File: src/inc/uad_pkg.sv
package uad_pkg;

  // ****************************************
  // Line selection
  // ****************************************
  localparam int unsigned  SEL_W        = 5;
  localparam logic [4:0]   SEL_INTERNAL = 5'h10;  // Internal D+ pull-up code
  localparam int unsigned  MAX_GPIO     = 16;

  // ****************************************
  // Register byte offsets
  // ****************************************
  localparam logic [7:0] OFS_CTRL      = 8'h00;
  localparam logic [7:0] OFS_PULLUP    = 8'h04;
  localparam logic [7:0] OFS_BUS_PWR   = 8'h08;
  localparam logic [7:0] OFS_DETACH    = 8'h0C;
  localparam logic [7:0] OFS_WAKE      = 8'h10;
  localparam logic [7:0] OFS_STATUS    = 8'h14;
  localparam logic [7:0] OFS_IRQ_STAT  = 8'h18;
  localparam logic [7:0] OFS_IRQ_MASK  = 8'h1C;
  localparam logic [7:0] OFS_POWER     = 8'h20;

  // ****************************************
  // Field positions and reset values
  // ****************************************
  localparam int unsigned CTRL_READY    = 0;
  localparam int unsigned CTRL_SELF_PWR = 1;
  localparam int unsigned CTRL_EP_AUDIO = 2;
  localparam int unsigned CTRL_WAKE_REQ = 3;
  localparam int unsigned CTRL_W        = 4;
  localparam logic [3:0]  CTRL_RST      = 4'h0;
  // Out of reset no line is claimed, so no pin is driven or obeyed until set
  localparam logic [4:0]  SEL_RST       = 5'h1F;

  localparam int unsigned STAT_VBUS     = 0;
  localparam int unsigned STAT_DETACHED = 1;
  localparam int unsigned STAT_SUSP     = 2;
  localparam int unsigned STAT_PULLUP   = 3;
  localparam int unsigned STAT_RADIO    = 4;
  localparam int unsigned STAT_WAKE     = 5;
  localparam int unsigned STAT_STATE    = 8;

  localparam int unsigned IRQ_VBUS_ON   = 0;
  localparam int unsigned IRQ_VBUS_OFF  = 1;
  localparam int unsigned IRQ_DETACH    = 2;
  localparam int unsigned IRQ_REATTACH  = 3;
  localparam int unsigned IRQ_SUSPEND   = 4;
  localparam int unsigned IRQ_RESUME    = 5;
  localparam int unsigned IRQ_W         = 6;

  // ****************************************
  // Power and link figures
  // ****************************************
  localparam int unsigned FS_BIT_RATE_BPS = 12_000_000;
  localparam int unsigned MAX_POWER_MA    = 100;
  localparam int unsigned POWER_UNIT_MA   = 2;
  localparam logic [7:0]  MAX_POWER_CODE  = 8'(MAX_POWER_MA / POWER_UNIT_MA);

  // ****************************************
  // Types
  // ****************************************
  typedef enum logic [2:0] {
    ST_UNPOWERED  = 3'b000,
    ST_WAIT_READY = 3'b001,
    ST_ATTACHED   = 3'b011,
    ST_SUSPENDED  = 3'b010,
    ST_DETACHED   = 3'b110
  } uad_state_t;

  typedef struct packed {
    logic dp;
    logic dm;
    logic oe;
  } uad_usb_tx_t;

  typedef struct packed {
    logic dp_o;
    logic dp_oe;
    logic dm_o;
    logic dm_oe;
  } uad_usb_pad_t;

endpackage : uad_pkg

File: src/hw/uad_sync.sv
`timescale 1ns/1ns
// Two-flop synchroniser for a group of pin levels
module uad_sync #(
  parameter int unsigned W = 1
) (
  input  wire logic         hclk,
  input  wire logic         hresetn,
  input  wire logic [W-1:0] din,
  output logic      [W-1:0] dout
);

  logic [W-1:0] meta_ff;
  logic [W-1:0] dout_ff;

  // First stage feeds only the second stage
  always_ff @(posedge hclk or negedge hresetn) begin
    if (!hresetn) begin
      meta_ff <= '0;
      dout_ff <= '0;
    end else begin
      meta_ff <= din;
      dout_ff <= meta_ff;
    end
  end

  assign dout = dout_ff;

endmodule : uad_sync

File: src/hw/uad_line_mux.sv
`timescale 1ns/1ns
// Picks one general I/O line by its number
module uad_line_mux
  import uad_pkg::*;
#(
  parameter int unsigned N = 16
) (
  input  wire logic [N-1:0]     lines,
  input  wire logic [SEL_W-1:0] sel,
  output logic                  hit,
  output logic                  level
);

  // Code 16 and above must stay free for internal and unmapped choices
  if (N < 1 || N > MAX_GPIO) begin : g_bad_n
    $error("uad_line_mux: N must be 1 to 16");
  end

  // Numbers beyond the fitted lines read low and report no hit
  always_comb begin
    hit   = 1'b0;
    level = 1'b0;
    for (int i = 0; i < N; i++) begin
      if (sel == SEL_W'(i)) begin
        hit   = 1'b1;
        level = lines[i];
      end
    end
  end

endmodule : uad_line_mux

File: src/hw/uad_ctrl.sv
// Decided for this implementation: the AHB-Lite interface to the registers and the register addresses.
`timescale 1ns/1ns
// What this block does
// RQ1 - Full-speed 12 Mbit/s port drives D+/D- pads directly, no transceiver.
// RQ2 - Peripheral only: pads only carry core answers, never host signalling.
// RQ3 - Software chooses standard endpoint set or audio endpoint set.
// RQ4 - D+ pull-up enabled only once software marks ready to enumerate.
// RQ5 - Pull-up selection picks internal or external line; internal by default.
// RQ6 - Pull-up selection value 16 means internal pull-up, the reset value.
// RQ7 - Self-powered: bus power sensed on the line held in its selection.
// RQ8 - Without bus power, D+ is released and no pull-up is driven.
// RQ9 - Self-powered software sets pull-up selection to the external line.
// RQ10 - Bus-powered device requests 100 mA at enumeration.
// RQ11 - Host may suspend us; bus-powered suspend stops the radio.
// RQ12 - Detach input and wake output each mapped to any chosen line.
// RQ13 - Detach high floats both data lines and removes the D+ pull-up.
// RQ14 - Detach low reconnects and waits for a fresh enumeration.
// RQ15 - Wake output active high, asserted only while detach is active.
// RQ16 - No in-band wake while detached; the wake line replaces it.
// RQ17 - Detach input synchronised to the clock before use.
module uad_ctrl
  import uad_pkg::*;
#(
  parameter int unsigned NUM_GPIO = 16
) (
  input  wire logic                hclk,
  input  wire logic                hresetn,
  input  wire logic                hsel,
  input  wire logic [31:0]         haddr,
  input  wire logic [1:0]          htrans,
  input  wire logic                hwrite,
  input  wire logic [2:0]          hsize,
  input  wire logic [31:0]         hwdata,
  input  wire logic                hready,
  output logic      [31:0]         hrdata,
  output logic                     hreadyout,
  output logic                     hresp,
  input  wire uad_usb_tx_t         core_tx,
  input  wire logic                core_suspend,
  input  wire logic                core_resume_req,
  output logic                     core_resume,
  output logic                     core_reattach,
  output logic                     ep_set_audio,
  output logic      [7:0]          max_power,
  output uad_usb_pad_t             usb_pad,
  output logic                     pullup_int_en,
  input  wire logic [NUM_GPIO-1:0] gpio_i,
  output logic      [NUM_GPIO-1:0] gpio_o,
  output logic      [NUM_GPIO-1:0] gpio_oe,
  output logic                     radio_en,
  output logic                     irq
);

  // ****************************************
  // Elaboration checks
  // ****************************************
  // Code 16 is reserved for the internal pull-up, so at most 16 lines
  if (NUM_GPIO < 1 || NUM_GPIO > MAX_GPIO) begin : g_bad_gpio
    $error("uad_ctrl: NUM_GPIO must be 1 to 16");
  end

  // ****************************************
  // Declarations
  // ****************************************
  logic [CTRL_W-1:0] ctrl_ff;
  logic [SEL_W-1:0]  pullup_sel_ff;
  logic [SEL_W-1:0]  bus_pwr_sel_ff;
  logic [SEL_W-1:0]  detach_sel_ff;
  logic [SEL_W-1:0]  wake_sel_ff;
  logic [IRQ_W-1:0]  irq_stat_ff;
  logic [IRQ_W-1:0]  irq_mask_ff;
  logic [IRQ_W-1:0]  irq_evt;
  logic [IRQ_W-1:0]  irq_clr;
  uad_state_t        state_ff;
  uad_state_t        nxt_state;
  logic              wr_pend_ff;
  logic [7:0]        addr_ff;
  logic              bus_take;
  logic              wr_ok;
  logic [NUM_GPIO-1:0] gpio_s;
  logic              vbus_hit;
  logic              vbus_line;
  logic              det_hit;
  logic              det_line;
  logic              wake_hit;
  logic              vbus_ok;
  logic              vbus_prev_ff;
  logic              det_prev_ff;
  logic              connected;
  logic              pullup_on;
  logic              use_int_pu;
  logic              wake_ff;
  logic              reattach_ff;
  logic              pu_int_ff;
  logic [NUM_GPIO-1:0] nxt_gpio_o;
  logic [NUM_GPIO-1:0] nxt_gpio_oe;
  logic [NUM_GPIO-1:0] gpio_o_ff;
  logic [NUM_GPIO-1:0] gpio_oe_ff;
  logic [31:0]       status_word;

  // ****************************************
  // Pin synchronisation and line selection
  // ****************************************
  // Every line, detach included, is double-flopped before any use
  uad_sync #(
    .W       (NUM_GPIO)
  ) u_sync (
    .hclk    (hclk),
    .hresetn (hresetn),
    .din     (gpio_i),
    .dout    (gpio_s)  // RQ17
  );

  // Bus power sense line
  uad_line_mux #(
    .N     (NUM_GPIO)
  ) u_vbus_mux (
    .lines (gpio_s),
    .sel   (bus_pwr_sel_ff),  // RQ7
    .hit   (vbus_hit),
    .level (vbus_line)
  );

  // Detach request line
  uad_line_mux #(
    .N     (NUM_GPIO)
  ) u_det_mux (
    .lines (gpio_s),
    .sel   (detach_sel_ff),  // RQ12
    .hit   (det_hit),
    .level (det_line)
  );

  // Wake line only needs the hit; its level is ours to drive
  uad_line_mux #(
    .N     (NUM_GPIO)
  ) u_wake_mux (
    .lines (gpio_s),
    .sel   (wake_sel_ff),  // RQ12
    .hit   (wake_hit),
    .level ()
  );

  // Bus-powered parts run from the cable, so power is present by definition
  assign vbus_ok = ctrl_ff[CTRL_SELF_PWR] ? (vbus_hit & vbus_line) : 1'b1;  // RQ7

  // ****************************************
  // AHB-Lite slave
  // ****************************************
  // Zero wait states; only whole-word writes change state
  assign bus_take  = hsel & htrans[1] & hready;
  assign hreadyout = 1'b1;
  assign hresp     = 1'b0;

  // Address phase capture
  always_ff @(posedge hclk or negedge hresetn) begin
    if (!hresetn) begin
      wr_pend_ff <= 1'b0;
      addr_ff    <= 8'h00;
    end else if (hready) begin
      wr_pend_ff <= bus_take & hwrite & (hsize == 3'b010);
      addr_ff    <= bus_take ? haddr[7:0] : 8'h00;
    end
  end

  assign wr_ok = wr_pend_ff;

  // Control and selection registers
  always_ff @(posedge hclk or negedge hresetn) begin
    if (!hresetn) begin
      ctrl_ff        <= CTRL_RST;
      pullup_sel_ff  <= SEL_INTERNAL;  // RQ6
      bus_pwr_sel_ff <= SEL_RST;
      detach_sel_ff  <= SEL_RST;
      wake_sel_ff    <= SEL_RST;
      irq_mask_ff    <= '0;
    end else if (wr_ok) begin
      case (addr_ff)
        OFS_CTRL:     ctrl_ff        <= hwdata[CTRL_W-1:0];  // RQ3
        OFS_PULLUP:   pullup_sel_ff  <= hwdata[SEL_W-1:0];   // RQ5
        OFS_BUS_PWR:  bus_pwr_sel_ff <= hwdata[SEL_W-1:0];
        OFS_DETACH:   detach_sel_ff  <= hwdata[SEL_W-1:0];
        OFS_WAKE:     wake_sel_ff    <= hwdata[SEL_W-1:0];
        OFS_IRQ_MASK: irq_mask_ff    <= hwdata[IRQ_W-1:0];
        default: ;
      endcase
    end
  end

  // Status word assembled from live state
  always_comb begin
    status_word = 32'h0000_0000;
    status_word[STAT_VBUS]     = vbus_ok;
    status_word[STAT_DETACHED] = (state_ff == ST_DETACHED);
    status_word[STAT_SUSP]     = (state_ff == ST_SUSPENDED);
    status_word[STAT_PULLUP]   = pullup_on;
    status_word[STAT_RADIO]    = radio_en;
    status_word[STAT_WAKE]     = wake_ff;
    status_word[STAT_STATE +: 3] = state_ff;
  end

  // Read mux from the captured address; unmapped reads as zero
  always_comb begin
    hrdata = 32'h0000_0000;
    case (addr_ff)
      OFS_CTRL:     hrdata[CTRL_W-1:0] = ctrl_ff;
      OFS_PULLUP:   hrdata[SEL_W-1:0]  = pullup_sel_ff;
      OFS_BUS_PWR:  hrdata[SEL_W-1:0]  = bus_pwr_sel_ff;
      OFS_DETACH:   hrdata[SEL_W-1:0]  = detach_sel_ff;
      OFS_WAKE:     hrdata[SEL_W-1:0]  = wake_sel_ff;
      OFS_STATUS:   hrdata             = status_word;
      OFS_IRQ_STAT: hrdata[IRQ_W-1:0]  = irq_stat_ff;
      OFS_IRQ_MASK: hrdata[IRQ_W-1:0]  = irq_mask_ff;
      OFS_POWER:    hrdata[7:0]        = max_power;  // RQ10
      default:      hrdata             = 32'h0000_0000;
    endcase
  end

  // ****************************************
  // Attach state machine
  // ****************************************
  // Power loss dominates, then detach, then the normal path
  always_comb begin
    nxt_state = state_ff;
    if (!vbus_ok) begin
      nxt_state = ST_UNPOWERED;  // RQ8
    end else if (det_hit & det_line) begin
      nxt_state = ST_DETACHED;  // RQ13
    end else begin
      case (state_ff)
        ST_UNPOWERED:  nxt_state = ST_WAIT_READY;
        ST_WAIT_READY: begin
          if (ctrl_ff[CTRL_READY]) begin
            nxt_state = ST_ATTACHED;  // RQ4
          end
        end
        ST_ATTACHED: begin
          if (!ctrl_ff[CTRL_READY]) begin
            nxt_state = ST_WAIT_READY;
          end else if (core_suspend) begin
            nxt_state = ST_SUSPENDED;  // RQ11
          end
        end
        ST_SUSPENDED: begin
          if (!ctrl_ff[CTRL_READY]) begin
            nxt_state = ST_WAIT_READY;
          end else if (!core_suspend) begin
            nxt_state = ST_ATTACHED;
          end
        end
        ST_DETACHED:   nxt_state = ST_WAIT_READY;  // RQ14
        default:       nxt_state = ST_UNPOWERED;
      endcase
    end
  end

  always_ff @(posedge hclk or negedge hresetn) begin
    if (!hresetn) begin
      state_ff <= ST_UNPOWERED;
    end else begin
      state_ff <= nxt_state;
    end
  end

  // Reattach pulse lets the core drop its address and await enumeration
  always_ff @(posedge hclk or negedge hresetn) begin
    if (!hresetn) begin
      reattach_ff <= 1'b0;
    end else begin
      reattach_ff <= (state_ff == ST_DETACHED) & (nxt_state != ST_DETACHED);  // RQ14
    end
  end

  // ****************************************
  // Pads, pull-ups and wake line
  // ****************************************
  assign connected  = (state_ff == ST_ATTACHED) | (state_ff == ST_SUSPENDED);
  assign pullup_on  = connected;  // RQ4 RQ8 RQ13
  assign use_int_pu = (pullup_sel_ff == SEL_INTERNAL);  // RQ6

  // Pads carry only core answers; floated whenever not connected
  assign usb_pad.dp_o  = core_tx.dp;  // RQ1
  assign usb_pad.dm_o  = core_tx.dm;
  assign usb_pad.dp_oe = connected & core_tx.oe;  // RQ2 RQ13
  assign usb_pad.dm_oe = connected & core_tx.oe;  // RQ13

  // Wake only while detached and software asks for it
  always_ff @(posedge hclk or negedge hresetn) begin
    if (!hresetn) begin
      wake_ff <= 1'b0;
    end else begin
      wake_ff <= (nxt_state == ST_DETACHED) & ctrl_ff[CTRL_WAKE_REQ];  // RQ15
    end
  end

  // External pull-up drives high only when powered and ready; else released
  always_comb begin
    nxt_gpio_o  = '0;
    nxt_gpio_oe = '0;
    for (int i = 0; i < NUM_GPIO; i++) begin
      if (!use_int_pu && pullup_sel_ff == SEL_W'(i) && pullup_on) begin
        nxt_gpio_o[i]  = 1'b1;  // RQ5 RQ9
        nxt_gpio_oe[i] = 1'b1;
      end
      if (wake_hit && wake_sel_ff == SEL_W'(i)) begin
        nxt_gpio_o[i]  = nxt_gpio_o[i] | wake_ff;  // RQ15
        nxt_gpio_oe[i] = 1'b1;
      end
    end
  end

  always_ff @(posedge hclk or negedge hresetn) begin
    if (!hresetn) begin
      gpio_o_ff  <= '0;
      gpio_oe_ff <= '0;
      pu_int_ff  <= 1'b0;
    end else begin
      gpio_o_ff  <= nxt_gpio_o;
      gpio_oe_ff <= nxt_gpio_oe;
      pu_int_ff  <= use_int_pu & pullup_on;  // RQ4 RQ5
    end
  end

  assign gpio_o        = gpio_o_ff;
  assign gpio_oe       = gpio_oe_ff;
  assign pullup_int_en = pu_int_ff;
  assign core_reattach = reattach_ff;

  // ****************************************
  // Power mode outputs
  // ****************************************
  // In-band resume is passed on only from suspend, never when detached
  assign core_resume  = core_resume_req & (state_ff == ST_SUSPENDED);  // RQ16
  assign radio_en     = !((state_ff == ST_SUSPENDED) & !ctrl_ff[CTRL_SELF_PWR]);  // RQ11
  assign max_power    = ctrl_ff[CTRL_SELF_PWR] ? 8'h00 : MAX_POWER_CODE;  // RQ10
  assign ep_set_audio = ctrl_ff[CTRL_EP_AUDIO];  // RQ3

  // ****************************************
  // Interrupts
  // ****************************************
  always_ff @(posedge hclk or negedge hresetn) begin
    if (!hresetn) begin
      // Bus-powered out of reset sees power at once; avoid a false power-on event
      vbus_prev_ff <= 1'b1;
      det_prev_ff  <= 1'b0;
    end else begin
      vbus_prev_ff <= vbus_ok;
      det_prev_ff  <= (state_ff == ST_DETACHED);
    end
  end

  // Events taken from edges of power and state
  always_comb begin
    irq_evt = '0;
    irq_evt[IRQ_VBUS_ON]  = vbus_ok & !vbus_prev_ff;
    irq_evt[IRQ_VBUS_OFF] = !vbus_ok & vbus_prev_ff;
    irq_evt[IRQ_DETACH]   = (state_ff == ST_DETACHED) & !det_prev_ff;
    irq_evt[IRQ_REATTACH] = reattach_ff;
    irq_evt[IRQ_SUSPEND]  = (nxt_state == ST_SUSPENDED) & (state_ff == ST_ATTACHED);
    irq_evt[IRQ_RESUME]   = (nxt_state == ST_ATTACHED) & (state_ff == ST_SUSPENDED);
  end

  assign irq_clr = (wr_ok && addr_ff == OFS_IRQ_STAT) ? hwdata[IRQ_W-1:0] : '0;

  // Write one to clear; a new event in the same cycle wins
  always_ff @(posedge hclk or negedge hresetn) begin
    if (!hresetn) begin
      irq_stat_ff <= '0;
    end else begin
      irq_stat_ff <= (irq_stat_ff & ~irq_clr) | irq_evt;
    end
  end

  assign irq = |(irq_stat_ff & irq_mask_ff);

endmodule : uad_ctrl

File: config.mk
export PLATFORM = sky130hd
export DESIGN_NAME = uad_ctrl
export DESIGN_NICKNAME = d
export VERILOG_FILES = /design/src/inc/uad_pkg.sv /design/src/hw/uad_sync.sv /design/src/hw/uad_line_mux.sv /design/src/hw/uad_ctrl.sv
export SDC_FILE = /design/constraint.sdc
export NUM_CORES = 1
export LEC_CHECK = 0
export BUFFER_PORTS_ARGS = -buffer_cell sky130_fd_sc_hd__buf_2
export CAP_MARGIN = 20
export CORE_UTILIZATION = 50
export CTS_BUF_LIST = sky130_fd_sc_hd__clkbuf_2
export DETAILED_ROUTE_END_ITERATION = 12
export PLACE_DENSITY = 0.86
export SYNTH_ARGS = -nofsm -noshare
export SYNTH_HDL_FRONTEND = slang
export SYNTH_SLANG_ARGS = --single-unit
export TNS_END_PERCENT = 20
File: constraint.sdc
create_clock -name hclk -period 5.3 [get_ports hclk]
set_clock_uncertainty 0.2 [all_clocks]
set_input_delay 1.325 -clock hclk [delete_from_list [all_inputs] [get_ports hclk]]
set_output_delay 1.325 -clock hclk [all_outputs]
set_load 0.02 [all_outputs]
; After elaboration in Yosys (flattened, before gate mapping)
; Cells that the tools add are included.
[word_totals]
output_inout_bits = 84
register_bits = 117
elab_cells = 348
in_bits = 95
[op_classes]
n_bitwise = 38
n_eq_ne = 78
mux = 144
n_reduce_logical = 69
[ops]
columns = op, count
row1 = $eq A5 B4 Y1 const B, 32
row2 = $mux W1, 129
row3 = $eq A5 B3 Y1 const B, 16
row4 = $logic_and A1 B1 Y1, 49
row5 = $eq A5 B2 Y1 const B, 8
row6 = $pmux W4 S9, 1
row7 = $eq A8 B5 Y1 const B, 4
row8 = $mux W3, 8
row9 = $eq A5 B1 Y1 const B, 4
row10 = $logic_not A5 Y1, 4
row11 = $and A1 B1 Y1, 17
row12 = $or A1 B1 Y1, 17
row13 = $eq A8 B4 Y1 const B, 2
row14 = $eq A3 B2 Y1 const B, 5
row15 = $and A6 B6 Y6, 2
row16 = $mux W6, 2
row17 = $pmux W3 S4, 1
row18 = $reduce_and A2 Y1, 6
row19 = $eq A8 B3 Y1 const B, 1
row20 = $eq A8 B6 Y1 const B, 1
row21 = $logic_not A8 Y1, 1
row22 = $mux W8, 1
row23 = $pmux W1 S8, 1
row24 = $eq A3 B3 Y1 const B, 2
row25 = 10 further kinds, 15

; Logic depth before layout (Yosys ltp)
[logic_depth]
depth_word = 23
depth_mapped = 7
depth_no_buf = 6

; By module
; From an unflattened synthesis, not the netlist that was laid out.
[hier_totals]
cells_unflattened = 483
area_unflattened_um2 = 5475.3
[by_module_without_submodules]
columns = module, instances, cells_each, area_per_inst_um2, seq_area_each_um2
row1 = uad_ctrl, 1, 364, 4103.9, 2148.3
row2 = uad_sync, 1, 32, 800.8, 800.8
row3 = uad_line_mux, 3, 29, 190.2, 0.0

; Least setup slack after synthesis
; Ideal clock, no wire load.
[synth_path]
path_kind = register to output
start = register bus_pwr_sel_ff[1]
end = output hrdata[0]
t_arrival_ns = 1.965
slack_ns = 1.810
path_stages_with_launch = 6
cell_sequence = dfstp_2 -> clkbuf_1 -> mux4_2 -> and4bb_1 -> nor3_4 -> o21ai_0
[synth_between]
elab_chain_cells = 20
[synth_lines]
columns = item, line_no
row1 = from (decl), uad_ctrl.sv:67  ; logic [SEL_W-1:0] bus_pwr_sel_ff;
row2 = from (signal assigned), uad_ctrl.sv:181  ; OFS_BUS_PWR: bus_pwr_sel_ff <= hwdata[SEL_W-1:0];
row3 = $logic_not A5 Y1, uad_line_mux.sv:24  ; if (sel == SEL_W'(i)) begin
row4 = $mux W1 (16 in a row), uad_line_mux.sv:24
row5 = $and A1 B1 Y1 *, uad_ctrl.sv:145  ; assign vbus_ok = ctrl_ff[CTRL_SELF_PWR] ? (vbus_hit & vbus_line) : 1'b1;
row6 = $mux W1 *, uad_ctrl.sv:145
row7 = $pmux W4 S9 *, uad_ctrl.sv:205  ; case (addr_ff)
row8 = to (decl), uad_ctrl.sv:35  ; output logic [31:0] hrdata,
; Mark *: on every way between the ends. The rest lies on a longest branch, timed or not.

; Final worst setup path
[layout_path]
start = register addr_ff[4]
end = output hrdata[4]
[layout_between]
elab_chain_cells = 2
[layout_lines]
columns = item, line_no
row1 = from (decl), uad_ctrl.sv:77  ; logic [7:0] addr_ff;
row2 = from (signal assigned), uad_ctrl.sv:162  ; addr_ff <= bus_take ? haddr[7:0] : 8'h00;
row3 = "$eq A8 B6 Y1, or another cell as far along", uad_ctrl.sv:205
row4 = $pmux W1 S8 *, uad_ctrl.sv:205
; Marked as above.

==> results.tsv <==
metric	value	unit
outcome	complete, no violations	
Crit path required time	3.77	ns
RSZ-0062 raised after global routing	no	
worst hold path type	flip-flop to flip-flop	
Ant. Diodes	0	
critical path type	flip-flop to output port	
Slew headroom	58.7	%
commonest non-fill, non-tap cell in the layout	dfrtp_1	
Die ar.	11000	um2
Final TNS setup	0	ns
Critical Path Fanout Max	13	
TritonCTS Buffers	17	
worst path bufs/invs	1	
core area	10300	um2
Core Rows	37	
initial antenna violation count	0	
cells after synthesis	464	
DRC	0	
maxcap violations	0	
initial drt markers	335	
Max H-tree Level	4	
Filler Cell Count	859	
top cell type by total area after synthesis	dfrtp_1	
grt total ovfl	0	
initial core utilization	51.3	%
P&R area growth vs syn	13.0	%
Gates resized, CTS repair	0	
routed len/inst	16.2	um
vias in the first global route	3509	
Final Core Density	58.0	%
cell family with most CP delay	simple AND/OR/NAND/NOR gates	
Worst-Skew Late Latency	0.66	ns
# hold bufs at CTS	0	
worst-path cell chain	or4b_1 -> nor2_1 -> a22oi_1 -> nand2_1 -> buf_2	
Storage cell area	2950	um2
post-synthesis sequential area ratio	55.9	%
Vias/cell	5.52	
All-Layer GR Usage	21.8	%
TritonCTS clock tree	yes	
placer congestion estimate	0.922	
Critical Path Sink Type	output port	
most frequent cells in the layout	100 x dfrtp_1, 92 x buf_2, 54 x nand2_1	
Routed Antenna Nets	0	
Placed Area	5690	um2
Non-Filler Instances	704	
TritonRoute pass-1 iters	4	
minimum clock period	4.55	ns
Post-synth EDFFs	0	
HPWL after DPL	8200	um
Synth cell types	64	
global-route wire length before repair	18100	um
top cells by area, synth	dfrtp_1 47%, dfstp_2 8.5%, mux2_2 7.7%, buf_4 5.0%, o21ai_0 4.6%	
IO Count	179	
Peak VDD IR	0.000207	V
Final Cycle Share	85.8	%
Die Width	105	um
Die Height	105	um
Post-CTS Setup Inserts	0	
final net count	650	
clock-pin transition on the worst setup and hold timing paths	0.19	ns
share of the synthesized area in the top cell type	47.4	%
mapped cell area	5280	um2
slowest CP cell	dfrtp_1	
clock sinks	117	
number of synthesis warnings	0	
Hold WS	0.152	ns
Routed WL	11400	um
final hold violation count	0	
Max Buffers Root-to-Sink	2	
share of layout cells above drive strength 1	34.9	%
power density cells	319	nW/um2
Critical Path AT	3.02	ns
footprint of the multi-input gates	2030	um2
DP Cell Count	671	
Post-synth top flop	dfrtp_1	
final instance area	5960	um2
Root Driver	clkbuf_2	
Seq cells post-synth	117	
Least-Margin Pin Slew	0.611	ns
Fmax	0.220	GHz
port bufs	93	
via count	3886	
syn avg cell area	11.4	um2
Setup violations, final	0	
Pins Over Slew Limit	0	
largest net degree at the start of global routing	90	
P_leak	2.82	nW
Worst Setup Start Kind	flip-flop	
FFs w/ async S/R, synth	100	%
Critical Path Max Stage Delay	0.72	ns
==> layout make-up <==
class | instances | share of cell area [%]
multi-input cells | 308 | 34.1
inverters | 16 | 1.01
well taps | 136 | 2.85
repair buffers | 95 | 8.44
clock inverters | 14 | 2.60
flip-flops and latches | 117 | 49.5
clock buffers | 18 | 1.51
==> per-layer routing <==
layer	vias up	wire length [um]	track usage [%]
li1	1756	-	-
met1	1907	4940	28.6
met2	200	5460	34.6
met3	23	804	5.18
met4	0	228	9.46
met5	-	0	0
==> cells in the mapped netlist (3+ instances only) <==
cell type	count
a22oi_1	8
mux2i_1	9
and2_1	4
nor3b_1	3
nor2b_1	5
clkbuf_1	8
buf_2	5
a21oi_1	7
buf_4	35
dfstp_2	17
a221oi_1	3
nand4_1	4
nor2_1	15
dfrtp_1	100
inv_1	15
and3_1	4
nand2_1	54
nor3_1	7
mux2_2	36
mux4_2	4
nand2b_1	5
o21ai_0	49
nand3_1	10
nand3b_1	6
a32oi_1	4
==> worst paths after layout <==
check                              startpoint           endpoint  slack (ns)  cells past startpoint
setup / recovery                   addr_ff[4]          hrdata[4]        0.75                      5
hold / removal             u_sync.meta_ff[15]    u_sync.dout[15]        0.15                      0
setup reg to reg                   addr_ff[4]     irq_mask_ff[2]        2.77                      4
hold reg to reg            u_sync.meta_ff[15]    u_sync.dout[15]        0.15                      0
max in group asynchronous             hresetn  bus_pwr_sel_ff[4]        3.49                      3
min in group asynchronous             hresetn          gpio_o[4]        0.35                      1
==> cells by family (layout without fill, tap and decap cells) <==
family	count (synthesis)	after routing	synth area share [%]
buffers and inverters	67	143	7.52
xor gates and xnor gates	1	1	0.166
muxes	50	50	11.4
DFF	117	117	55.9
AOI/OAI and AO/OA	89	89	10.8
other	2	30	0.142
adders and majority gates	1	1	0.190
and+or+nand+nor	137	137	13.9
==> flip-flops by register name, indices dropped and copies added, names as in the netlist, 6 cells and up <==
register	flops
u_sync.meta_ff	16
gpio_o	16
gpio_oe	16
u_sync.dout	16
irq_stat_ff	6
addr_ff	8
irq_mask_ff	6
==> per-stage QoR <==
step / setup WS (ns) / total power [mW]
2_1_floorplan: 1.81 / 1.24
3_3_place_gp: 1.56 / 1.32
3_5_place_dp: 1.52 / 1.33
4_1_cts: 0.747 / 1.91
5_1_grt: 0.506 / 1.99
6_report: 0.754 / 1.90
==> worst register-to-register path: cells and delay by family (launching register included) <==
family,cells,cell delay (ns)
flip-flops,1,0.72
multiplexers,1,0.33
AND/OR/NAND/NOR,3,1.18
==> where the power goes <==
group          leakage (nW)  switching (mW)  internal, mW
Clock                 0.145           0.362         0.223
Sequential             1.44          0.0685         0.960
Combinational          1.24           0.176         0.115
Total                  2.82           0.607          1.30
No activity file was read; power rests on OpenSTA's default activity.
